**config.mk**
```make
export PLATFORM = sky130hd
export DESIGN_NAME = tcwg_timer
export DESIGN_NICKNAME = d
export VERILOG_FILES = /design/src/verilog/tcwg_timer.v
export VERILOG_INCLUDE_DIRS = /design/src /design/src/verilog
export SDC_FILE = /design/constraint.sdc
export NUM_CORES = 1
export LEC_CHECK = 0
export BUFFER_PORTS_ARGS = -buffer_cell sky130_fd_sc_hd__buf_2
export CAP_MARGIN = 5
export CORE_UTILIZATION = 40
export DETAILED_ROUTE_END_ITERATION = 8
export GPL_ROUTABILITY_DRIVEN = 0
export MAX_ROUTING_LAYER = met4
export RECOVER_POWER = 25
export SYNTH_ARGS = -nofsm -noshare
export SYNTH_HDL_FRONTEND = slang
export SYNTH_SLANG_ARGS = --single-unit
```
**constraint.sdc**
```tcl
create_clock -name clk -period 5.65 [get_ports clk]
set_input_delay 1.4125 -clock clk [delete_from_list [all_inputs] [get_ports clk]]
set_output_delay 1.4125 -clock clk [all_outputs]
set_load 0.005 [all_outputs]
```
**src/verilog/tcwg_defines.vh**
```
// constants for the 16-bit timer/counter with compare waveform outputs
// ----------------------------------------------------------------------
// Notes on behaviour
// bottom point is reached when the counter is 0x0000.
// maximum point is the counter value with all bits one.
// top point is the highest value of the active count sequence.
// at update, valid buffers copy into targets unless lock update is set.
// software sets period then enable; counting follows the prescaler.
// count-on-event makes event pulses advance the counter.
// count up or down per direction bit until top or bottom.
// counting up at top, the counter goes to zero on next tick.
// counting down at bottom, the counter reloads the period value.
// counter write acts at once, overriding count, clear or reload.
// direction may change while running; counting follows it.
// period and compares have buffers; write sets valid, update clears.
// compare and compare buffer are each directly writable and readable.
// unbuffered period write takes effect immediately.
// new top below count while counting up runs on to wrap first.
// period buffer writable anytime; period changes only at update.
// counter equal compare signals match; flag sets next cycle.
// compare buffers transfer only at the update point.
// waveform drives pin only in waveform mode, clock ticks, channel on.
// frequency mode takes its period from compare channel zero.
// frequency mode toggles the output on every channel match.
// compare zero at zero, no prescale gives half clock rate output.
// all value registers are 16 bits; prescaler divides per clock select.
// ----------------------------------------------------------------------
`ifndef TCWG_DEFINES_VH
`define TCWG_DEFINES_VH

`define TCWG_W          16
`define TCWG_NCH        3
`define TCWG_ZERO       16'h0000
`define TCWG_ONES       16'hFFFF
`define TCWG_ONE        16'h0001
`define TCWG_PS_W       10
`define TCWG_PS_ZERO    10'h000
`define TCWG_PS_ONE     10'h001

// prescaler masks, one less than the divider
`define TCWG_PS_DIV1    10'h000
`define TCWG_PS_DIV2    10'h001
`define TCWG_PS_DIV4    10'h003
`define TCWG_PS_DIV8    10'h007
`define TCWG_PS_DIV16   10'h00F
`define TCWG_PS_DIV64   10'h03F
`define TCWG_PS_DIV256  10'h0FF
`define TCWG_PS_DIV1024 10'h3FF

// waveform mode select codes
`define TCWG_WG_NORMAL  3'h0
`define TCWG_WG_FRQ     3'h1
`define TCWG_WG_SINGLE  3'h3
`define TCWG_WG_DUAL_T  3'h5
`define TCWG_WG_DUAL_B  3'h7

`endif

```
**src/verilog/tcwg_timer.v**
```verilog
// 16-bit timer/counter with period, buffered compares and waveform outputs
`timescale 1ns/1ps
`include "tcwg_defines.vh"

module tcwg_timer (
  // clock and reset
  input  wire        clk,
  input  wire        reset_n,
  // configuration
  input  wire        enable,
  input  wire [2:0]  clock_select,
  input  wire        count_on_event_enable,
  input  wire        direction,
  input  wire        lock_update,
  input  wire [2:0]  waveform_mode_select,
  input  wire [2:0]  compare_channel_enable,
  // event input, one-cycle pulse from same-clock logic
  input  wire        event_in,
  // counter write
  input  wire        counter_write,
  input  wire [15:0] counter_wdata,
  // period and period buffer writes
  input  wire        period_write,
  input  wire        period_buffer_write,
  input  wire [15:0] period_wdata,
  // compare and compare buffer writes, one strobe per channel
  input  wire [2:0]  compare_write,
  input  wire [2:0]  compare_buffer_write,
  input  wire [15:0] compare_wdata,
  // compare flag clear, one bit per channel
  input  wire [2:0]  compare_flag_clear,
  // state readback
  output reg  [15:0] counter_value,
  output reg  [15:0] period_value,
  output reg  [15:0] period_buffer,
  output reg         period_buffer_valid,
  output wire [47:0] compare_value,
  output wire [47:0] compare_buffer,
  output reg  [2:0]  compare_buffer_valid,
  output reg  [2:0]  compare_flag,
  output wire        at_bottom,
  output wire        at_max,
  output wire        at_top,
  // waveform outputs and pin override
  output reg  [2:0]  waveform_out,
  output wire [2:0]  waveform_override
);

  // ----------------------------------------------------------------------
  // decode and storage
  // ----------------------------------------------------------------------

  // prescaler mask from the clock select field
  function [9:0] tcwg_ps_mask;
    input [2:0] sel;
    begin
      case (sel)
        3'h0:    tcwg_ps_mask = `TCWG_PS_DIV1;
        3'h1:    tcwg_ps_mask = `TCWG_PS_DIV2;
        3'h2:    tcwg_ps_mask = `TCWG_PS_DIV4;
        3'h3:    tcwg_ps_mask = `TCWG_PS_DIV8;
        3'h4:    tcwg_ps_mask = `TCWG_PS_DIV16;
        3'h5:    tcwg_ps_mask = `TCWG_PS_DIV64;
        3'h6:    tcwg_ps_mask = `TCWG_PS_DIV256;
        default: tcwg_ps_mask = `TCWG_PS_DIV1024;
      endcase
    end
  endfunction

  reg  [15:0] cmp_reg    [0:2];
  reg  [15:0] cmpbuf_reg [0:2];
  reg  [9:0]  presc_reg;
  wire [9:0]  ps_mask;
  wire        presc_tick;
  wire        count_tick;
  wire [15:0] top_value;
  wire        frq_mode;
  wire        wg_mode;
  wire        hit_top_up;
  wire        hit_bottom_down;
  wire        update_now;
  wire [2:0]  match;

  // ----------------------------------------------------------------------
  // prescaler and tick selection
  // ----------------------------------------------------------------------

  assign ps_mask = tcwg_ps_mask(clock_select);

  // prescale divide
  // the prescaler restarts while disabled so the first period is full
  always @(posedge clk) begin
    if (!reset_n || !enable) begin
      presc_reg <= `TCWG_PS_ZERO;
    end else if ((presc_reg & ps_mask) == ps_mask) begin
      presc_reg <= `TCWG_PS_ZERO;
    end else begin
      presc_reg <= presc_reg + `TCWG_PS_ONE;
    end
  end

  assign presc_tick = ((presc_reg & ps_mask) == ps_mask);

  // enable gates counting
  // events replace prescaled ticks
  assign count_tick = enable &
                      (count_on_event_enable ? event_in : presc_tick);

  // ----------------------------------------------------------------------
  // top, bottom and update points
  // ----------------------------------------------------------------------

  assign frq_mode = (waveform_mode_select == `TCWG_WG_FRQ);
  assign wg_mode  = (waveform_mode_select != `TCWG_WG_NORMAL);

  // frequency period from channel zero
  assign top_value = frq_mode ? cmp_reg[0] : period_value;

  // bottom detect
  assign at_bottom = (counter_value == `TCWG_ZERO);
  // max detect
  assign at_max    = (counter_value == `TCWG_ONES);
  // top detect
  // equality only, so a top below the count waits for the wrap
  assign at_top    = (counter_value == top_value);

  assign hit_top_up      = count_tick && !direction && at_top;
  assign hit_bottom_down = count_tick && direction && at_bottom;

  // update point and lock
  // dual-slope modes update only at the bottom reload, others at both the top wrap and the bottom reload
  assign update_now = !lock_update &&
    (hit_bottom_down ||
     (hit_top_up && waveform_mode_select != `TCWG_WG_DUAL_B &&
      waveform_mode_select != `TCWG_WG_DUAL_T));

  // ----------------------------------------------------------------------
  // counter
  // ----------------------------------------------------------------------

  // counter next value; direction is sampled every tick so it may change
  always @(posedge clk) begin
    if (!reset_n) begin
      counter_value <= `TCWG_ZERO;
    end else if (counter_write) begin
      // write overrides counting
      counter_value <= counter_wdata;
    end else if (count_tick) begin
      // live direction change
      // up or down counting
      if (!direction) begin
        // wrap to zero at top
        if (at_top) begin
          counter_value <= `TCWG_ZERO;
        end else begin
          counter_value <= counter_value + `TCWG_ONE;
        end
      end else begin
        // reload at bottom
        if (at_bottom) begin
          counter_value <= top_value;
        end else begin
          counter_value <= counter_value - `TCWG_ONE;
        end
      end
    end
  end

  // ----------------------------------------------------------------------
  // period and its buffer
  // ----------------------------------------------------------------------

  // direct write wins over a same-cycle buffer copy
  always @(posedge clk) begin
    if (!reset_n) begin
      period_value        <= `TCWG_ONES;
      period_buffer       <= `TCWG_ZERO;
      period_buffer_valid <= 1'b0;
    end else begin
      if (period_buffer_write) begin
        period_buffer <= period_wdata;
      end
      // unbuffered write immediate
      if (period_write) begin
        period_value <= period_wdata;
      end else if (update_now && period_buffer_valid) begin
        // buffered period at update
        period_value <= period_buffer;
      end
      // valid set and clear
      // a write in the update cycle keeps valid set so nothing is lost
      if (period_buffer_write) begin
        period_buffer_valid <= 1'b1;
      end else if (update_now) begin
        period_buffer_valid <= 1'b0;
      end
    end
  end

  // ----------------------------------------------------------------------
  // compare channels
  // ----------------------------------------------------------------------

  genvar ch;
  generate
    for (ch = 0; ch < `TCWG_NCH; ch = ch + 1) begin : g_ch
      assign compare_value[ch*`TCWG_W +: `TCWG_W]  = cmp_reg[ch];
      assign compare_buffer[ch*`TCWG_W +: `TCWG_W] = cmpbuf_reg[ch];
      // match compare
      assign match[ch] = (counter_value == cmp_reg[ch]);

      // compare register, buffer and valid flag
      always @(posedge clk) begin
        if (!reset_n) begin
          cmp_reg[ch]              <= `TCWG_ZERO;
          cmpbuf_reg[ch]           <= `TCWG_ZERO;
          compare_buffer_valid[ch] <= 1'b0;
        end else begin
          // direct buffer access
          if (compare_buffer_write[ch]) begin
            cmpbuf_reg[ch] <= compare_wdata;
          end
          // direct compare access
          if (compare_write[ch]) begin
            cmp_reg[ch] <= compare_wdata;
          end else if (update_now && compare_buffer_valid[ch]) begin
            // compare copy at update
            cmp_reg[ch] <= cmpbuf_reg[ch];
          end
          // compare valid flag
          if (compare_buffer_write[ch]) begin
            compare_buffer_valid[ch] <= 1'b1;
          end else if (update_now) begin
            compare_buffer_valid[ch] <= 1'b0;
          end
        end
      end

      // flag set next cycle
      // set wins over a clear in the same cycle
      always @(posedge clk) begin
        if (!reset_n) begin
          compare_flag[ch] <= 1'b0;
        end else if (count_tick && match[ch]) begin
          compare_flag[ch] <= 1'b1;
        end else if (compare_flag_clear[ch]) begin
          compare_flag[ch] <= 1'b0;
        end
      end

      // waveform generator per channel
      always @(posedge clk) begin
        if (!reset_n || !wg_mode) begin
          waveform_out[ch] <= 1'b0;
        end else if (frq_mode) begin
          // toggle on match
          // top zero gives a toggle every tick
          if (count_tick && match[ch]) begin
            waveform_out[ch] <= ~waveform_out[ch];
          end
        end else if (count_tick && match[ch]) begin
          // slope modes: clear on match, set at the period start
          waveform_out[ch] <= 1'b0;
        end else if (count_tick && (hit_top_up || hit_bottom_down)) begin
          waveform_out[ch] <= 1'b1;
        end
      end

      // pin override condition
      assign waveform_override[ch] = wg_mode && !count_on_event_enable &&
                                     compare_channel_enable[ch];
    end
  endgenerate

endmodule

```
; Word-level counts from Yosys, hierarchy flattened
; Memories as Yosys holds them, arrays and structs flattened.
; Index checks and enable logic that the tools add are counted.
[op_classes]
n_addsub = 3
eq_ne = 18
mux = 71
bitwise_logic = 14
n_reduce_logical = 48
[op_table]
columns = op, n
row1 = $mux 16, 17
row2 = $pmux 10 s7, 1
row3 = $eq 16x16->1, 4
row4 = $mux 1, 53
row5 = $reduce_bool 2->1, 12
row6 = $logic_and 1x1->1, 19
row7 = $add 16x1->16 const B, 1
row8 = $eq 16x16->1 const B, 1
row9 = $logic_not 16->1, 1
row10 = $sub 16x1->16 const B, 1
row11 = $add 10x1->10 const B, 1
row12 = $and 10x10->10, 1
row13 = $eq 10x10->1, 1
row14 = $eq 3x3->1 const B, 3
row15 = $or 1x1->1, 9
row16 = $eq 3x1->1 const B, 2
row17 = $eq 3x2->1 const B, 2
row18 = $logic_not 1->1, 6
row19 = $ne 2x1->1 const B, 3
row20 = $ne 3x3->1 const B, 2
row21 = $reduce_and 2->1, 3
row22 = $logic_or 1x1->1, 4
row23 = $logic_not 3->1, 1
row24 = $not 1->1, 3
row25 = 3 further kinds, 3
[totals]
regBits = 68
mem_bits_rw = 96
output_inout_bits = 160
elab_cells = 170
mem_count = 2
[memory_table]
columns = name, words, width, rd, rd_ports_with_merged_regs, write_ports, line_no
row1 = cmp_reg, 3, 16, 3, 0, 3, tcwg_timer.v:70  ; reg [15:0] cmp_reg [0:2];
row2 = cmpbuf_reg, 3, 16, 3, 0, 3, tcwg_timer.v:71  ; reg [15:0] cmpbuf_reg [0:2];

; Longest topological paths before layout
[depth]
depth_word = 18
ltp_mapped = 12
ltp_nobuf = 9

; Worst setup path after synthesis
; OpenSTA, ideal clock, no wires.
[synth_timing]
path_type = input to output
start = in waveform_mode_select[2]
end = out at_top
arrival_time_ns = 2.732
required_ns = 4.238
slack_ns = 1.506
path_stages = 6
cell_sequence = nor3b_4 -> buf_2 -> mux2i_1 -> xor2_1 -> nand4_1 -> nor2_1
[synth_via]
elab_chain_cells = 3
[synth_lines]
columns = element, line_no
row1 = "start, declared", tcwg_timer.v:15  ; input wire [2:0] waveform_mode_select,
row2 = $eq 3x1->1 (no source line), -
row3 = $mux 16, tcwg_timer.v:117  ; assign top_value = frq_mode ? cmp_reg[0] : period_value;
row4 = $eq 16x16->1, tcwg_timer.v:125  ; assign at_top = (counter_value == top_value);
row5 = "end, declared", tcwg_timer.v:43  ; output wire at_top,
; No other way between the ends.

; Final worst setup path
; Ends and elaborated chain as after synthesis.

==> qor.yml <==
route:
  wl_um: 29500
  final_antenna_net_count: 0
  drcViolationCount: 0
  via_count: 7772
  dr.pass1.iters: 5
  drt-initial-drc-count: 682
  wl_per_cell_um: 21.8
  vias_per_cell: 5.74
worst_setup_path:
  crit_path_start_kind: "primary input"
  critPathMaxStageDelay_ps: 340
  crit_chain: "buf_2 -> nor3b_4 -> buf_4 -> mux2i_1 -> a22o_1 -> a211o_1 -> nor2_1 -> buf_2"
  critPathRequiredTime_ps: 4240
  crit_path_frequent_cell: "buf_2"
  crit_type: "in2out"
  worstPathMaxFanout: 19
  crit_slowest_cell: "nor3b_4"
  cp.arrival_ps: 3340
  end_kind: "primary output"
timing:
  slew_violations: 0
  hold_violations: 0
  tightest_slew_ps: 1180
  clock_skew_ps: 13.3
  slew_headroom: 0.214
  fmax_ghz: 0.210
  tns_ps: 0
  rsz0062_at_grt: "false"
  min_period_over_period: 0.842
  setup_violations: 0
  post-route-min-period_ps: 4760
cts:
  numClockSinks: 164
  cts_hold_buf: 0
  cts_resized: 0
  root_buffer: "clkbuf_16"
  htree_num_levels: 4
  cts_buffers: 17
  path_clk_slew_ps: 70
  clock_latency_ps: 430
  postCtsSetupRepairBufs: 0
  clockBufferDepth: 2
  cts_tree: "built"
synthesis:
  synth-edff-count: 96
  yosysWarnings: 0
  synthFlopType: "edfxtp_1"
  syn_area_per_cell_um2: 10.3
  ys_types: 73
  netlist_instances: 864
  synth_nets: 944
  syn_area_mm2: 0.00888
  seq_area_frac_synth: 0.478
  synth_seq_cells: 164
  synthArstFlopShare: 0
finish:
  drive_gt1_frac: 0.274
  nets: 1140
  nFillCells: 2103
  final_cell_mix: "buf_2 (212), edfxtp_1 (96), dfxtp_1 (68)"
  final_common_cell: "buf_2"
  final_area_mm2: 0.0108
  syn_to_final_growth_pct: 21.3
pwr:
  clkPwrFrac: 0.374
  vdd_drop_max_v: 0.000179
  power.total_mw: 3.09
  p_int_mw: 2.21
  pwr-share-seq: 0.475
  combPwrFrac: 0.151
  powerDensity_mw_per_mm2: 287
  power.leakage_nw: 4.60
  switching_power_mw: 0.883
  p_sw_frac: 0.285
placement:
  hpwl_um: 21400
  dpl_cell_area_mm2: 0.0102
  io_buffer_count: 235
global_route:
  grt_overflow: 0
  grt_pass1_vias: 7113
  grt_pass1_wl_um: 43900
  grt_max_degree: 98
  antenna_found_initial: 1
  track_usage: 0.269
die:
  die_h_um: 151
  start_util: 0.407
  die_w_um: 151
  dieArea_mm2: 0.0228
  pin_count: 236
  design.core.area_mm2: 0.0218
  row_count: 54
flow_run:
  maxCapViolations: 0
hold_path:
  min_path_type: "reg2reg"
outcome:
  status: "finished clean"
per-layer routing:
layer / part of all wire / up-vias / GRT usage
met3: 0.091 / 61 / 0.0630
met2: 0.46 / 399 / 0.407
li1: - / 3615 / -
met1: 0.42 / 3697 / 0.349
met5: 0 / - / -
met4: 0.031 / 0 / 0.103
worst max-delay path, delay by kind of cell:
family	cells	cell delay (ps)
and+or+nand+nor	2	620
AOI/OAI and AO/OA	2	530
buffers and inverters	3	640
muxes	1	140
logic make-up after synthesis:
| group | count (synthesis) | share of synthesized area |
|---|---|---|
| XOR/XNOR | 80 | 0.0789 |
| adder cells (fa/ha/maj) | 4 | 0.00564 |
| buffers and inverters | 91 | 0.0428 |
| multiplexers | 41 | 0.0483 |
| AND/OR/NAND/NOR | 280 | 0.171 |
| AO/OA/AOI/OAI | 204 | 0.175 |
| flip-flops | 164 | 0.478 |
power groups by stage:
stage               sequential (mW)  clock [mW]  combinational [mW]
global placement               1.50           0               0.464
CTS                            1.47        1.17               0.470
detailed placement             1.49           0               0.468
global route                   1.48        1.23               0.511
finish                         1.47        1.16               0.468
floorplan                      1.45           0               0.277
final timing paths:
path,slack [ps],endpoint,start,cells past startpoint
worst max-delay path,890,at_top,waveform_mode_select[2],8
worst min-delay path,480,presc_reg[0],presc_reg[0],1
worst max register to register,1590,cmp_reg[1][14],counter_value[7],6
worst min register to register,480,presc_reg[0],presc_reg[0],1
synthesized netlist by cell type, drive strengths merged, types with 23 or more instances:
cell    number  area share
nor2        56       0.024
dfxtp       68        0.15
edfxtp      96        0.32
o21ai       38       0.021
a21oi       29       0.019
xor2        41       0.040
mux2i       26       0.029
nand3       23       0.013
clkbuf      46       0.019
xnor2       39       0.038
nor3        28       0.016
buf         24       0.015
and3        53       0.037
nand2       53       0.022
a22o        49       0.048
per-stage QoR:
stage                     worst slack [ps]  instances   util  hold WS, ps
after floorplan                       1510        864      -          437
after global placement                 992       1321  0.468          448
after detailed placement               940       1321  0.468          468
after CTS                              932       1353  0.495          485
after global routing                   794       1354  0.493          510
final                                  894       1354  0.493          478
cell type report:
cell class	count	area [um^2]	area share
diodes	1	2.50	0.000232
inverters	21	78.8	0.00732
well taps	280	350	0.0325
clock buffers	22	507	0.0471
flip-flops and latches	164	4240	0.394
repair buffers	247	1240	0.115
multi-input cells	609	4270	0.396
clock inverters	10	82.6	0.00767
Power figures use the tool's default switching activity.
